===== src/pkg/srx_pkg.sv =====
// constants, frame entry layout and receiver states for the serial receiver
package srx_pkg;

  // ********************************************************
  // oversampling and sample positions
  // ********************************************************
  localparam logic [4:0] SRX_OVS_NORMAL = 5'h10; // samples per bit, normal speed
  localparam logic [4:0] SRX_OVS_DOUBLE = 5'h08; // samples per bit, double speed
  localparam logic [4:0] SRX_CNT_RESET  = 5'h01; // first zero sample of a start bit

  // ********************************************************
  // character size encoding
  // ********************************************************
  localparam logic [2:0] SRX_SIZE_9BIT  = 3'h7;  // nine data bits
  localparam logic [3:0] SRX_MIN_BITS   = 4'h5;  // size code 0 gives five bits
  localparam logic [3:0] SRX_BITS_8     = 4'h8;  // reserved codes fall back to eight
  localparam logic [3:0] SRX_BITS_9     = 4'h9;

  // ********************************************************
  // reset values
  // ********************************************************
  localparam logic [2:0] SRX_SYNC_RESET = 3'h7;  // pins idle high
  localparam logic [8:0] SRX_SHIFT_RESET = 9'h000;

  // one buffered frame: data, ninth bit and its own error flags
  typedef struct packed {
    logic       ninth;
    logic [7:0] data;
    logic       frame_err;
    logic       overrun;
    logic       parity_err;
  } srx_entry_t;

  // receiver sequencer states, one-hot
  typedef enum logic [4:0] {
    ST_IDLE   = 5'h01,
    ST_START  = 5'h02,
    ST_DATA   = 5'h04,
    ST_PARITY = 5'h08,
    ST_STOP   = 5'h10
  } srx_state_t;

endpackage


===== src/core/srx_receiver.sv =====
// serial frame receiver with two-entry receive buffer and per-frame flags
`timescale 1ns/10ps
module srx_receiver
  import srx_pkg::*;
(
  input  wire logic       SYS_CLK,
  input  wire logic       RESET_N,
  input  wire logic       RX_ENABLE,
  input  wire logic       SYNC_MODE,
  input  wire logic       DOUBLE_SPEED,
  input  wire logic [2:0] CHAR_SIZE,
  input  wire logic       PARITY_ENABLE,
  input  wire logic       PARITY_ODD,
  input  wire logic       RXC_IRQ_ENABLE,
  input  wire logic       BAUD_TICK,
  input  wire logic       SERIAL_IN,
  input  wire logic       XFER_CLK_IN,
  input  wire logic       DATA_READ,
  output logic            PIN_OVERRIDE,
  output logic [7:0]      RX_DATA,
  output logic            NINTH_BIT,
  output logic            FRAME_ERROR,
  output logic            OVERRUN,
  output logic            PARITY_ERROR,
  output logic            RX_COMPLETE,
  output logic            RX_IRQ
);
  // ********************************************************
  // pin synchronisers
  // ********************************************************
  logic [2:0] rxd_sync, next_rxd_sync;
  logic [2:0] xck_sync, next_xck_sync;
  logic       line, next_line;
  logic       xck_lvl, next_xck_lvl;
  logic       xck_prev;

  // a level counts only once stages two and three agree
  always_comb begin
    next_rxd_sync = {rxd_sync[1:0], SERIAL_IN};
    next_xck_sync = {xck_sync[1:0], XFER_CLK_IN};
    next_line     = (rxd_sync[2] == rxd_sync[1]) ? rxd_sync[2] : line;
    next_xck_lvl  = (xck_sync[2] == xck_sync[1]) ? xck_sync[2] : xck_lvl;
  end

  always_ff @(posedge SYS_CLK or negedge RESET_N) begin
    if (!RESET_N) begin
      rxd_sync <= SRX_SYNC_RESET;
      xck_sync <= SRX_SYNC_RESET;
      line     <= 1'b1;
      xck_lvl  <= 1'b1;
      xck_prev <= 1'b1;
    end else begin
      rxd_sync <= next_rxd_sync;
      xck_sync <= next_xck_sync;
      line     <= next_line;
      xck_lvl  <= next_xck_lvl;
      xck_prev <= xck_lvl;
    end
  end

  // ********************************************************
  // bit sampling and sequencer
  // ********************************************************
  srx_state_t state, next_state;
  logic [4:0] cnt, next_cnt;
  logic [1:0] smp, next_smp;
  logic [8:0] shreg, next_shreg;
  logic [3:0] bit_idx, next_bit_idx;
  logic       par_bit, next_par_bit;
  logic       armed, next_armed;
  srx_entry_t hold, next_hold;
  logic       hold_valid, next_hold_valid;
  logic       ovr_pend, next_ovr_pend;
  logic       v0, next_v0;
  logic       v1, next_v1;
  logic       buf_ready, push, start_det;
  logic [4:0] ovs, mid, snum;
  logic [3:0] nbits;
  logic       xck_rise, decide, vote;
  logic [8:0] aligned;
  // decision point and bit value, async or on the transfer clock
  always_comb begin
    ovs      = DOUBLE_SPEED ? SRX_OVS_DOUBLE : SRX_OVS_NORMAL;
    mid      = ovs >> 1;
    snum     = (cnt == ovs) ? SRX_CNT_RESET : cnt + 5'h01;
    xck_rise = xck_lvl && !xck_prev;
    case (CHAR_SIZE)
      3'h0, 3'h1, 3'h2, 3'h3: nbits = SRX_MIN_BITS + {1'b0, CHAR_SIZE};
      SRX_SIZE_9BIT:          nbits = SRX_BITS_9;
      default:                nbits = SRX_BITS_8;
    endcase
    if (SYNC_MODE) begin
      decide = xck_rise && (state != ST_IDLE);
      vote   = line;
    end else begin
      decide = BAUD_TICK && (state != ST_IDLE) && (snum == mid + 5'h02);
      vote   = (smp[1] & smp[0]) | (smp[1] & line) | (smp[0] & line);
    end
    // frame sits at the top of the shift register; move it down
    aligned = shreg >> (4'h9 - nbits);
  end

  assign buf_ready = !(v0 && v1);
  assign push      = hold_valid && buf_ready;

  // sequencer, hold register and overrun tracking
  always_comb begin
    next_state      = state;
    next_cnt        = cnt;
    next_smp        = smp;
    next_shreg      = shreg;
    next_bit_idx    = bit_idx;
    next_par_bit    = par_bit;
    next_armed      = armed;
    next_hold       = hold;
    next_hold_valid = hold_valid && !push;
    next_ovr_pend   = ovr_pend;
    start_det       = 1'b0;
    if (push) next_ovr_pend = 1'b0;
    if (!SYNC_MODE && BAUD_TICK) begin
      next_cnt = snum;
      if (snum == mid || snum == mid + 5'h01) next_smp = {smp[0], line};
    end
    case (state)
      ST_IDLE: begin
        if (line) next_armed = 1'b1;
        if (SYNC_MODE && xck_rise && !line) begin
          start_det    = 1'b1;
          next_state   = ST_DATA;
          next_bit_idx = 4'h0;
        end else if (!SYNC_MODE && BAUD_TICK && armed && !line) begin
          start_det  = 1'b1;
          next_state = ST_START;
          next_cnt   = SRX_CNT_RESET;
        end
      end
      ST_START: begin
        if (decide) begin
          next_state   = vote ? ST_IDLE : ST_DATA; // noise spike rejected
          next_armed   = 1'b0;
          next_bit_idx = 4'h0;
        end
      end
      ST_DATA: begin
        if (decide) begin
          next_shreg   = {vote, shreg[8:1]};
          next_bit_idx = bit_idx + 4'h1;
          if (bit_idx + 4'h1 == nbits) next_state = PARITY_ENABLE ? ST_PARITY : ST_STOP;
        end
      end
      ST_PARITY: begin
        if (decide) begin
          next_par_bit = vote;
          next_state   = ST_STOP;
        end
      end
      ST_STOP: begin
        // only the first stop bit is judged; a second one looks like idle
        if (decide) begin
          next_hold.ninth      = (nbits == SRX_BITS_9) && aligned[8];
          next_hold.data       = aligned[7:0];
          next_hold.frame_err  = !vote;
          next_hold.overrun    = 1'b0;
          next_hold.parity_err = PARITY_ENABLE && (^aligned ^ par_bit ^ PARITY_ODD);
          next_hold_valid      = 1'b1;
          next_state           = ST_IDLE;
          next_armed           = 1'b0;
          next_shreg           = SRX_SHIFT_RESET;
        end
      end
      default: next_state = ST_IDLE;
    endcase
    if (start_det && !buf_ready && hold_valid) next_ovr_pend = 1'b1;
    // disable drops everything in flight at once
    if (!RX_ENABLE) begin
      next_state      = ST_IDLE;
      next_armed      = 1'b0;
      next_hold_valid = 1'b0;
      next_ovr_pend   = 1'b0;
      next_shreg      = SRX_SHIFT_RESET;
    end
  end

  always_ff @(posedge SYS_CLK or negedge RESET_N) begin
    if (!RESET_N) begin
      state      <= ST_IDLE;
      cnt        <= SRX_CNT_RESET;
      smp        <= 2'h3;
      shreg      <= SRX_SHIFT_RESET;
      bit_idx    <= 4'h0;
      par_bit    <= 1'b0;
      armed      <= 1'b0;
      hold       <= '0;
      hold_valid <= 1'b0;
      ovr_pend   <= 1'b0;
    end else begin
      state      <= next_state;
      cnt        <= next_cnt;
      smp        <= next_smp;
      shreg      <= next_shreg;
      bit_idx    <= next_bit_idx;
      par_bit    <= next_par_bit;
      armed      <= next_armed;
      hold       <= next_hold;
      hold_valid <= next_hold_valid;
      ovr_pend   <= next_ovr_pend;
    end
  end

  // ********************************************************
  // two-entry receive buffer and outputs
  // ********************************************************
  srx_entry_t e0, next_e0;
  srx_entry_t e1, next_e1;
  srx_entry_t push_entry;
  logic       pop;

  // head entry is a flop so the flags seen are the ones of the next read
  always_comb begin
    push_entry         = hold;
    push_entry.overrun = ovr_pend;
    pop     = DATA_READ && v0;
    next_e0 = e0;
    next_e1 = e1;
    next_v0 = v0;
    next_v1 = v1;
    if (pop) begin
      next_e0 = e1;
      next_v0 = v1;
      next_e1 = '0;
      next_v1 = 1'b0;
    end
    if (push) begin
      if (!next_v0) begin
        next_e0 = push_entry;
        next_v0 = 1'b1;
      end else begin
        next_e1 = push_entry;
        next_v1 = 1'b1;
      end
    end
    if (!RX_ENABLE) begin
      next_e0 = '0;
      next_e1 = '0;
      next_v0 = 1'b0;
      next_v1 = 1'b0;
    end
  end

  // flags only come from entries, so no write path can reach them
  always_ff @(posedge SYS_CLK or negedge RESET_N) begin
    if (!RESET_N) begin
      e0           <= '0;
      e1           <= '0;
      v0           <= 1'b0;
      v1           <= 1'b0;
      RX_COMPLETE  <= 1'b0;
      RX_IRQ       <= 1'b0;
      PIN_OVERRIDE <= 1'b0;
    end else begin
      e0           <= next_e0;
      e1           <= next_e1;
      v0           <= next_v0;
      v1           <= next_v1;
      RX_COMPLETE  <= next_v0;
      RX_IRQ       <= next_v0 && RXC_IRQ_ENABLE;
      PIN_OVERRIDE <= RX_ENABLE;
    end
  end

  assign RX_DATA      = e0.data;
  assign NINTH_BIT    = e0.ninth;
  assign FRAME_ERROR  = e0.frame_err;
  assign OVERRUN      = e0.overrun;
  assign PARITY_ERROR = e0.parity_err;
endmodule


===== config.mk =====
export PLATFORM = sky130hd
export DESIGN_NAME = srx_receiver
export DESIGN_NICKNAME = d
export VERILOG_FILES = /design/src/pkg/srx_pkg.sv /design/src/core/srx_receiver.sv
export SDC_FILE = /design/constraint.sdc
export NUM_CORES = 1
export LEC_CHECK = 0
export ABC_AREA = 1
export BUFFER_PORTS_ARGS = -buffer_cell sky130_fd_sc_hd__buf_2
export CORE_MARGIN = 4
export CORE_UTILIZATION = 63
export CTS_BUF_LIST = sky130_fd_sc_hd__clkbuf_4 sky130_fd_sc_hd__clkbuf_8
export CTS_CLUSTER_SIZE = 20
export DETAILED_ROUTE_END_ITERATION = 7
export PLACE_DENSITY_LB_ADDON = 0.12
export RECOVER_POWER = 25
export SYNTH_ARGS = -nofsm -noshare
export SYNTH_HDL_FRONTEND = slang
export SYNTH_SLANG_ARGS = --single-unit

===== constraint.sdc =====
create_clock -name SYS_CLK -period 2.6 [get_ports SYS_CLK]
set_input_delay 0.39 -clock SYS_CLK [delete_from_list [all_inputs] [get_ports SYS_CLK]]
set_output_delay 0.39 -clock SYS_CLK [all_outputs]
set_load 0.02 [all_outputs]

== Word-level counts from Yosys, hierarchy flattened ==
Cells that the tools add are included.

* Flip-flop bits (word level): 77
* Input bits: 15
* Word-level logic and storage cells: 171

* $add $sub $neg: 6
* Equality and inequality tests: 32
* Shift-type cells: 1
* Mux-type cells: 56
* Bitwise logic cells: 7
* Reduce and logical (&&, ||, !) cells: 37

{| class="wikitable"
|+ Operators by type and width
! operator !! count
|-
| two-way mux 12 bit || 8
|-
| two-way mux 5 bit || 15
|-
| two-way mux 9 bit || 3
|-
| one-hot mux 5 bit (5 select lines) || 1
|-
| two-way mux 1 bit || 21
|-
| logical AND 1 bit || 18
|-
| inequality test 3 bit (second input constant) || 6
|-
| one-hot mux 9 bit (2 select lines) || 1
|-
| == test 5 bit || 3
|-
| two-way mux 4 bit || 3
|-
| one-hot mux 4 bit (3 select lines) || 1
|-
| XOR reduction 9 bit || 1
|-
| >> shifter 9 x 4 -> 9 bit || 1
|-
| one-hot mux 4 bit (2 select lines) || 1
|-
| == test 3 x 2 -> 1 bit (second input constant) || 2
|-
| zero test 1 bit || 6
|-
| inequality test 2 bit (second input constant) || 3
|-
| inequality test 3 x 1 -> 1 bit (second input constant) || 2
|-
| inequality test 3 x 2 -> 1 bit (second input constant) || 2
|-
| AND reduction 2 bit || 3
|-
| AND reduction 3 bit || 2
|-
| AND reduction 6 bit || 1
|-
| adder 4 x 1 -> 5 bit (second input constant) || 1
|-
| adder 4 x 2 -> 5 bit (second input constant) || 1
|-
| 28 further kinds || 33
|}

== Longest topological paths before layout ==
Gate-level depths: netlist of run 1.

* Depth in word-level cells: 11
* Mapped depth: 21
* Gate-level depth less buffers: 21

== Worst setup path before layout of run 1 ==
No wires, ideal clock.

* Path type: in2reg
* From: input CHAR_SIZE[0]
* To: register hold[0] in the netlist's numbering
* Library setup time: 116 ps
* Arrival time: 2,432 ps
* Required time: 2,484 ps
* Path slack: 51 ps
* Cell stages on the path: 18
* Path buffers: 0
* Cells stage by stage: ha_1 ha_1 or2_2 ha_1 inv_1 nand2_2 inv_1 nand3_1 o21ai_1 nand2_1 nand2_1 inv_1 nand2_1 nand2_1 nand2_1 nand2_1 nand2_1 nand2_1

* Longest elaborated chain between the ends: 9
* Elaborated cells between the ends (all ways): 14
* Those cells by class: add/sub: 2; eq/ne: 4; shift: 1; mux: 1; bitwise: 2; reduce/logical: 4

{| class="wikitable"
|+ RTL lines
! element !! line !! RTL
|-
| from (decl) || srx_receiver.sv:11 || <nowiki>input wire logic [2:0] CHAR_SIZE,</nowiki>
|-
| branches (longest 2 deep; another with adder 3 x 3 -> 4 bit) || - ||
|-
| one-hot mux 4 bit (2 select lines) * || srx_receiver.sv:87 || <nowiki>case (CHAR_SIZE)</nowiki>
|-
| subtractor 4 bit * || srx_receiver.sv:100 || <nowiki>aligned = shreg >> (4'h9 - nbits);</nowiki>
|-
| >> shifter 9 x 4 -> 9 bit * || srx_receiver.sv:100 ||
|-
| XOR reduction 9 bit * || srx_receiver.sv:164 || <nowiki>next_hold.parity_err = PARITY_ENABLE && (^aligned ^ par_bit ^ PARITY_ODD);</nowiki>
|-
| XOR 1 bit * (2 in series) || srx_receiver.sv:164 ||
|-
| logical AND 1 bit * || srx_receiver.sv:164 ||
|-
| to (signal assigned) || srx_receiver.sv:204 || <nowiki>hold <= next_hold;</nowiki>
|-
| to (decl) || srx_receiver.sv:71 || <nowiki>srx_entry_t hold, next_hold;</nowiki>
|}

Every way passes the cells marked *.
A chain may end at the register's enable or synchronous reset.

== Worst setup path after layout of run 1 ==
Ends and elaborated chain as after synthesis.

==> flow_metrics.py, run 1 <==
metrics = {
    "outcome": {
        "outcome": "finished with violations",
        "violations": "max-capacitance violations, max-slew violations",
    },
    "place": {
        "gp_congestion": 0.8843,
        "port_buffers": 29,
        "hpwl_mm": 6.623,
        "pre_cts_slack_ns": -0.2212,
    },
    "detailed_routing": {
        "drt_first_pass_iters": 5,
        "drt_iter0_drc": 260,
        "ant_nets": 0,
        "wl_per_cell_um": 13.84,
        "vias_per_cell": 5.613,
        "num_vias": 3710,
        "finalWirelength_mm": 9.151,
        "drc": 0,
    },
    "timing": {
        "hold_viol": 0,
        "period_share": 0.9255,
        "slew_viol_final": 78,
        "finClkSkew_ns": 0.01005,
        "setup_ws_ns": 0.1937,
        "fmax_mhz": 415.6,
        "fin_crit_ns": 2.406,
        "rsz0062_at_grt": "no",
        "tightest_slew_ns": 1.824,
        "finalSetupViolCount": 0,
        "tns_ns": 0,
        "slew_headroom": -0.2161,
    },
    "synth": {
        "ys_types": 42,
        "synth_largest_area_cell": "dfrtp_1",
        "synth_edf_count": 0,
        "postSynthAreaPerCell_um2": 7.914,
        "synth.cell_area_um2": 4234,
        "yosysWarnings": 0,
        "syn_inst": 535,
        "netlist_top_cells_area": "dfrtp_1 38%, nand2_1 12%, dfstp_2 8.1%",
        "seq_area_frac_synth": 0.4589,
        "yosys_most_used_dff": "dfrtp_1",
        "ys_seq_elements": 77,
        "ys_async_sr_fraction": 1.000,
        "synthTopCellsByCount": "137 x nand2_1, 64 x dfrtp_1, 61 x inv_1, 57 x nand3_1, 35 x nor2_1",
        "syn-num-nets": 559,
        "synth_top_cell_area_share": 0.3783,
        "synth_most_common_cell": "nand2_1",
    },
    "final_layout": {
        "area_growth_pct": 12.56,
        "nNetsFinal": 603,
        "drive_gt1_frac": 0.1815,
        "antenna_cells": 0,
    },
    "grt": {
        "grt_pass1_wl_mm": 16.15,
        "grt_max_degree": 78,
        "grt_pass1_vias": 3546,
        "grt.total_usage": 0.2406,
        "antenna_found_initial": 0,
        "grt_remaining_overflow": 0,
    },
    "die": {
        "rows": 29,
        "die_height_um": 89.98,
        "start_util": 0.6593,
        "fp.dieW_um": 89.98,
        "core_um2": 6422,
        "boundaryPins": 30,
        "die_area_um2": 8096,
    },
    "clock_tree": {
        "hold_buffers": 0,
        "clock_latency_ns": 0.35,
        "clockBufferDepth": 2,
        "cts_tree": "built",
        "clk_pin_slew_ns": 0.08,
        "h-tree-depth": 3,
        "numClockSinks": 77,
        "cts_buffers": 9,
        "cts_setup_buffers": 0,
        "cts_root_buf": "clkbuf_8",
    },
    "worst_setup_path": {
        "slowest_delay_ns": 0.29,
        "endpoint_kind": "flop",
        "worstSetupStartpointType": "input port",
        "path_max_fanout": 6,
        "cp.required_ns": 2.85,
        "critical_path_class": "in -> reg",
        "crit_top_cell": "nand2_1",
        "cp_cell_sequence": "buf_2 > ha_1 > ha_1 > or2_2 > ha_1 > inv_1 > nand3_1 > nand2_2 > nand2_2 > inv_2 > nand3_1 > o21ai_1 > nand2_1 > nand2_1 > inv_1 > nand2_1 > nand2_1 > nand2_1 > nand2_1 > nand2_1 > nand2_1",
        "cpMaxStageDelayCell": "or2_2",
        "crit_arrival_ns": 2.66,
    },
    "power": {
        "powerDensity_nw_per_um2": 681.7,
        "ir_drop_v": 0.0005304,
        "leakagePower_uw": 0.002452,
    },
    "flow_run": {
        "cap_viol_max_count": 1,
    },
    "worst_hold_path": {
        "hold_path.class": "in -> reg",
    },
}
[power by group]
part / switching [uW] / internal [uW] / total, uW / leakage, uW
logic: 533 / 297 / 830 / 0.00136
registers: 82.3 / 1310 / 1400 / 0.000977
clock network: 455 / 567 / 1020 / 0.000116
[path summary, 6_finish.rpt]
kind | from | end | slack (ns) | cells after the start
worst min register to register | rxd_sync[0] | rxd_sync[1] | 0.36 | 0
worst max register to register | cnt[0] | bit_idx[2] | 0.32 | 11
max in group asynchronous | RESET_N | shreg[1] | 0.99 | 1
min in group asynchronous | RESET_N | cnt[4] | 0.52 | 1
worst max-delay path | CHAR_SIZE[0] | hold[0] | 0.19 | 21
worst min-delay path | SERIAL_IN | rxd_sync[0] | 0.13 | 1
[logic make-up (layout without fill, tap and decap cells)]
group / count (synthesis) / after routing / share of synthesized area
simple gates: 265 / 265 / 0.2840
compound gates: 91 / 91 / 0.1306
buf+inv: 82 / 131 / 0.07654
flops: 77 / 77 / 0.4589
fa+ha+maj: 11 / 11 / 0.03132
xor+xnor: 9 / 9 / 0.01862
[registers in the layout (all words and copies together) (netlist names), 2 cells and up]
signal,flops
e1,12
hold,11
shreg,9
RX_DATA,8
cnt,5
state,5
bit_idx,4
rxd_sync,3
xck_sync,3
smp,2
[metal layers]
layer,GRT usage,routed length (um),vias up
met3,0.04674,421,13
met2,0.3904,4394,106
met1,0.3308,4231,1738
met5,0,0,-
met4,0.07143,103,0
li1,-,-,1853
[what timing repair did]
item                                   CTS  global route
resized for setup                        0             4
setup endpoints to repair                0             1
endpoints found under the hold margin    0             0
[cell usage in the layout, fill, tap and decap left out, drive strengths merged, types with 3 or more instances in the layout]
cell,n
nand2,147
inv,71
dfrtp,64
nand3,57
buf,44
nor2,40
o21ai,38
a21oi,24
clkbuf,13
dfstp,13
a311oi,11
a211oi,11
ha,9
nand4,8
xor2,6
nor3,4
or2,4
xnor2,3
nor4,3
[final cells by class]
cell class	count	area [um2]
inverters	69	260.3
clock buffers	11	138.9
fillers	482	1657
clock inverters	5	81.33
flip-flops and latches	77	1943
multi-input cells	376	1974
well taps	77	96.34
repair buffers	46	271.5
[worst max-delay path: cells and delay by family]
| family | cells | cell delay (ns) |
|---|---|---|
| buffers and inverters | 4 | 0.33 |
| AO/OA/AOI/OAI | 1 | 0.13 |
| adder cells (fa/ha/maj) | 3 | 0.65 |
| AND/OR/NAND/NOR | 13 | 1.15 |
[through the flow]
stage | hold WS, ns | util | total power (uW) | std cells | instance area, um2
CTS | 0.1143 | 0.7415 | 3262 | 661 | 4762
global placement | 0.3457 | 0.7072 | 2185 | 645 | 4542
finish | 0.1331 | 0.7421 | 3249 | 661 | 4766
floorplan | 0.09441 | - | 2003 | 535 | 4234
global route | 0.1116 | 0.7421 | 3453 | 661 | 4766
detailed placement | 0.3475 | 0.7072 | 2243 | 645 | 4542
Note: power is estimated with default switching activity, not from simulation.
==> run 2, diff against run 1 <==
==> constraint.sdc (replaced) <==
create_clock -name SYS_CLK -period 2.7 [get_ports SYS_CLK]
set_input_delay 0.135 -clock SYS_CLK [delete_from_list [all_inputs] [get_ports SYS_CLK]]
set_output_delay 0.135 -clock SYS_CLK [all_outputs]
set_load 0.02 [all_outputs]
==> run 2 against run 1 <==
  * The flow still finishes with violations (max-capacitance violations, max-slew violations)
  * Sequential share of layout area rose by 0.86 points
  * Sequential power shrank 4%
  * Clock-buffer cell count decreased by 1
  * Core utilization fell by 1.5 points
  * Critical path type unchanged
==> flow_metrics.py, run 2 (synthesis gave the netlist of run 1 again) <==
metrics = {
    "worst_setup_path": {
        "slowest_delay_ns": 0.33,
        "cp.required_ns": 2.94,
        "cpMaxStageDelayCell": "ha_1",
        "cp_cell_sequence": "buf_2 > ha_1 > ha_1 > or2_2 > ha_1 > inv_1 > nand2_2 > inv_1 > nand3_1 > nand3_1 > nand2_1 > nand2_1 > nand2_1 > nand2_1 > nand2_1 > nand2_1 > nand2_1 > nand2_1 > nand2_1",
        "crit_top_cell": "nand2_1",
        "critical_path_class": "in -> reg",
        "crit_arrival_ns": 2.54,
        "crit_family": "simple AND/OR/NAND/NOR gates",
        "worst-path-buf-inv": 3,
        "path_max_fanout": 6,
        "worstSetupStartpointType": "input port",
        "endpoint_kind": "flop",
    },
    "clock_tree": {
        "clock_latency_ns": 0.35,
        "cts_buffers": 9,
        "clockBufferDepth": 2,
        "cts_root_buf": "clkbuf_8",
        "cts_setup_buffers": 0,
        "h-tree-depth": 3,
        "cts_tree": "built",
        "numClockSinks": 77,
        "clk_pin_slew_ns": 0.08,
    },
    "timing": {
        "tightest_slew_ns": 1.837,
        "setup_ws_ns": 0.3931,
        "finClkSkew_ns": 0.01178,
        "rsz0062_at_grt": "no",
        "fin_crit_ns": 2.307,
        "tns_ns": 0,
        "hold_viol": 0,
        "slew_headroom": -0.2244,
        "finalSetupViolCount": 0,
        "slew_viol_final": 78,
        "period_share": 0.8544,
        "fmax_mhz": 433.5,
    },
    "die": {
        "boundaryPins": 30,
        "start_util": 0.6593,
        "rows": 29,
        "die_height_um": 89.98,
        "die_area_um2": 8096,
        "core_um2": 6422,
        "fp.dieW_um": 89.98,
    },
    "final_layout": {
        "final_cell_mix": "137 x nand2_1, 64 x dfrtp_1, 61 x inv_1",
        "fin_area_um2": 4667,
        "n_fill_cell": 508,
        "area_growth_pct": 10.22,
        "layout_commonest_cell": "nand2_1",
        "top_regs": "e1 (12), hold (11), shreg (9)",
        "regMostFlops": "e1",
        "drive_gt1_frac": 0.1291,
        "largest_reg_flops": 12,
        "antenna_cells": 0,
        "nNetsFinal": 592,
    },
    "detailed_routing": {
        "ant_nets": 0,
        "finalWirelength_mm": 8.995,
        "drt_iter0_drc": 168,
        "drt_first_pass_iters": 5,
        "vias_per_cell": 5.703,
        "num_vias": 3707,
        "wl_per_cell_um": 13.84,
        "drc": 0,
    },
    "power": {
        "ir_drop_v": 0.0004254,
        "leakagePower_uw": 0.002333,
        "powerDensity_nw_per_um2": 656.7,
        "power_uw": 3065,
    },
    "grt": {
        "antenna_found_initial": 0,
        "grt_pass1_wl_mm": 15.59,
        "grt.total_usage": 0.2283,
        "grt_pass1_vias": 3432,
        "grt_remaining_overflow": 0,
        "grt_max_degree": 78,
    },
    "place": {
        "hpwl_mm": 6.447,
        "port_buffers": 29,
        "gp_congestion": 0.8905,
        "pre_cts_slack_ns": 0.05967,
        "place_area_um2": 4429,
    },
    "flow_run": {
        "cap_viol_max_count": 1,
    },
    "outcome": {
        "outcome": "finished with violations",
        "violations": "max-capacitance violations, max-slew violations",
    },
    "worst_hold_path": {
        "hold_path.class": "in -> reg",
    },
}
==> run 2: cell count changes in the layout (fill, tap and decap cells not counted), sizes merged <==
cell,delta
inv,-2
clkinvlp,+1
buf,-29
dlygate4sd3,+4
clkbuf,+13
clkinv,+2
==> run 2: worst min-delay path: stages <==
cell	delay (ns)
buf_2	0.11
o22ai_1	0.09
nand4_1	0.09
nand2_1	0.05
==> run 2: final cells by class <==
cell class	count	area, um2	area share
clock inverter	6	87.58	0.01877
tap	77	96.34	0.02064
multi-input combinational	376	1967	0.4214
inverter	69	260.3	0.05576
clock buffer	10	131.4	0.02815
timing repair buffer	35	181.4	0.03887
sequential	77	1943	0.4164
==> run 2: per-stage QoR <==
stage / utilization / hold WS [ns] / cells
4_1_cts: 0.7300 / 0.04283 / 650
3_3_place_gp: 0.6897 / 0.2394 / 630
2_1_floorplan: - / -0.1606 / 535
3_5_place_dp: 0.6897 / 0.2426 / 630
5_1_grt: 0.7267 / 0.1688 / 650
6_report: 0.7267 / 0.1835 / 650
==> run 2: power by group <==
part | internal (uW) | switching [uW] | total, uW
logic | 259 | 497 | 756
clock network | 532 | 432 | 964
registers | 1270 | 78.7 | 1340
total | 2060 | 1010 | 3060
==> run 2: worst paths after layout <==
| check | slack, ns | depth (start not counted) | endpoint | start |
|---|---|---|---|---|
| setup / recovery | 0.39 | 19 | hold[0] | CHAR_SIZE[0] |
| hold / removal | 0.18 | 4 | state[4] | PARITY_ENABLE |
| setup reg to reg | 0.44 | 11 | shreg[2] | cnt[0] |
| hold reg to reg | 0.36 | 0 | rxd_sync[1] | rxd_sync[0] |
| max in group asynchronous | 0.79 | 2 | shreg[1] | RESET_N |
| min in group asynchronous | 0.83 | 2 | cnt[4] | RESET_N |
==> run 2: metal layers <==
metal  track usage  routed length [um]  part of all wire
met1        0.3109                4252              0.47
met4       0.07143                 183             0.020
met5             0                   0                 0
met2        0.3703                4085              0.45
met3       0.04674                 473             0.053
==> run 2: timing repair <==
action	in CTS	in global routing
hold endpoints to repair	67	0
endpoints found under the setup margin	0	0
resized for setup	0	0
hold buffers	4	0
==> run 3, diff against run 2 <==
--- a/config.mk
+++ b/config.mk
@@ -7,13 +7,16 @@
 export LEC_CHECK = 0
 export ABC_AREA = 1
 export BUFFER_PORTS_ARGS = -buffer_cell sky130_fd_sc_hd__buf_2
+export CELL_PAD_IN_SITES_DETAIL_PLACEMENT = 1
+export CELL_PAD_IN_SITES_GLOBAL_PLACEMENT = 1
 export CORE_MARGIN = 4
-export CORE_UTILIZATION = 63
+export CORE_UTILIZATION = 47
 export CTS_BUF_LIST = sky130_fd_sc_hd__clkbuf_4 sky130_fd_sc_hd__clkbuf_8
 export CTS_CLUSTER_SIZE = 20
 export DETAILED_ROUTE_END_ITERATION = 7
 export PLACE_DENSITY_LB_ADDON = 0.12
 export RECOVER_POWER = 25
+export REMOVE_ABC_BUFFERS = 1
 export SYNTH_ARGS = -nofsm -noshare
 export SYNTH_HDL_FRONTEND = slang
 export SYNTH_SLANG_ARGS = --single-unit
==> run 3 against run 2 <==
  * Critical path type is now reg -> reg
  * Non-clock buffer count up 1
  * Via count decreased by 0.59%
  * The run still ends with max-capacitance violations, max-slew violations left
  * Combinational power grew 2%
  * Clock power is 6.1% lower
  * First-iteration DRC count rose by 7.1%
==> flow_metrics.py, run 3 (synthesis gave the netlist of run 1 again) <==
metrics = {
    "timing": {
        "finClkSkew_ns": 0.01070,
        "slew_headroom": -0.2497,
        "tightest_slew_ns": 1.875,
        "fin_crit_ns": 2.336,
        "rsz0062_at_grt": "no",
        "finalSetupViolCount": 0,
        "period_share": 0.8651,
        "fmax_mhz": 428.1,
        "slew_viol_final": 78,
        "tns_ns": 0,
        "hold_viol": 0,
    },
    "place": {
        "hpwl_mm": 7.501,
        "gp_congestion": 0.9091,
        "port_buffers": 29,
        "place_area_um2": 4476,
    },
    "detailed_routing": {
        "finalWirelength_mm": 10.38,
        "ant_nets": 0,
        "drt_iter0_drc": 180,
        "wl_met3_um": 333,
        "drc": 0,
        "drt_first_pass_iters": 5,
        "highest_layer": "met4",
        "drt-met1-wl_mm": 5.105,
        "wl_per_cell_um": 15.22,
        "wl_met2_mm": 4.821,
        "vias_per_cell": 5.403,
        "num_vias": 3685,
    },
    "final_layout": {
        "antenna_cells": 0,
        "area_growth_pct": 10.87,
        "drive_gt1_frac": 0.1324,
        "seq_area_um2": 1943,
        "layout_commonest_cell": "nand2_1",
        "fin_area_um2": 4695,
        "nNetsFinal": 593,
        "top_regs": "e1 (12), hold (11), shreg (9)",
        "n_fill_cell": 1105,
        "final_cell_mix": "137 x nand2_1, 64 x dfrtp_1, 61 x inv_1",
        "largest_reg_flops": 12,
        "multi_input_area_um2": 1967,
        "regMostFlops": "e1",
    },
    "power": {
        "leakagePower_uw": 0.002332,
        "powerDensity_nw_per_um2": 642.4,
        "power_uw": 3016,
        "ir_drop_v": 0.0003660,
    },
    "clock_tree": {
        "clockBufferDepth": 2,
        "cts_root_buf": "clkbuf_8",
        "post_cts_resized": 0,
        "clock_latency_ns": 0.36,
        "h-tree-depth": 3,
        "clk_pin_slew_ns": 0.09,
        "cts_buffers": 9,
        "cts_tree": "built",
        "numClockSinks": 77,
    },
    "die": {
        "start_util": 0.4832,
        "boundaryPins": 30,
        "die_height_um": 102.9,
        "fp.dieW_um": 102.9,
        "rows": 34,
        "core_um2": 8763,
        "die_area_um2": 10590,
    },
    "worst_setup_path": {
        "endpoint_kind": "flop",
        "crit_arrival_ns": 2.55,
        "cp.required_ns": 2.92,
        "worstSetupStartpointType": "flop",
        "path_max_fanout": 9,
        "critical_path_class": "reg -> reg",
    },
    "grt": {
        "antenna_found_initial": 0,
        "grt_pass1_vias": 3808,
        "grt_max_degree": 78,
        "grt_pass1_wl_mm": 18.17,
        "grt_remaining_overflow": 0,
        "grt.total_usage": 0.2148,
    },
    "flow_run": {
        "cap_viol_max_count": 1,
    },
    "outcome": {
        "violations": "max-capacitance violations, max-slew violations",
        "outcome": "finished with violations",
    },
    "worst_hold_path": {
        "hold_path.class": "in -> reg",
    },
}
==> run 3: cell types whose count changed in the layout (fill, tap and decap cells not counted), sizes merged <==
cell and delta:
buf +1, clkinv +2, bufinv -1, clkbuf +1, clkinvlp -1, inv -1
==> run 3: path summary, 6_finish.rpt <==
check	start	end	slack, ns	cells past startpoint
max	cnt[0]	shreg[8]	0.36	11
min	PARITY_ENABLE	state[4]	0.13	4
max reg2reg	cnt[0]	shreg[8]	0.36	11
min reg2reg	rxd_sync[0]	rxd_sync[1]	0.36	0
max in group asynchronous	RESET_N	e1[0]	0.77	2
min in group asynchronous	RESET_N	cnt[4]	0.82	2
==> run 3: through the flow <==
step,hold WS [ns],setup slack [ns],cells,util
global placement,0.2395,0.1482,662,0.5107
detailed placement,0.2422,0.006659,662,0.5107
floorplan,-0.1606,0.4066,522,-
global route,0.1679,0.1507,682,0.5357
CTS,0.04907,0.3511,682,0.5381
finish,0.1294,0.3642,682,0.5357
==> run 3: worst max-delay path: stages (launching register included) <==
cell and delay, ns:
dfstp_2 0.60, ha_1 0.20, nand3_1 0.11, xor2_1 0.16, a21oi_1 0.28, nand3_1 0.16, nand2_2 0.10, nand2_4 0.09
nand2_2 0.11, o31ai_2 0.19, nand2_1 0.10, o21ai_0 0.08
==> run 3: report_power, final <==
group	leakage, uW	internal [uW]	total [uW]	switching [uW]
clock	0.000104	452	905	453
combinational	0.00125	259	768	509
sequential	0.000978	1270	1340	77.0
==> run 3: final cells by class <==
type / instances / area share
clock inverter: 5 / 0.01306
timing repair buffer: 36 / 0.04025
sequential: 77 / 0.4139
inverter: 69 / 0.05544
multi-input combinational: 376 / 0.4190
clock buffer: 11 / 0.02958
tap: 108 / 0.02878
==> run 3: what timing repair did <==
item,4_1_cts,5_1_grt
hold buffers,4,0
endpoints found under the hold margin,67,0
buffers inserted,0,0
==> run 3: routing by layer <==
| layer | vias to the layer above | track usage |
|---|---|---|
| met5 | - | 0 |
| met4 | 0 | 0.05976 |
| met3 | 11 | 0.03924 |
| met2 | 45 | 0.3404 |
| met1 | 1803 | 0.3027 |
| li1 | 1826 | - |
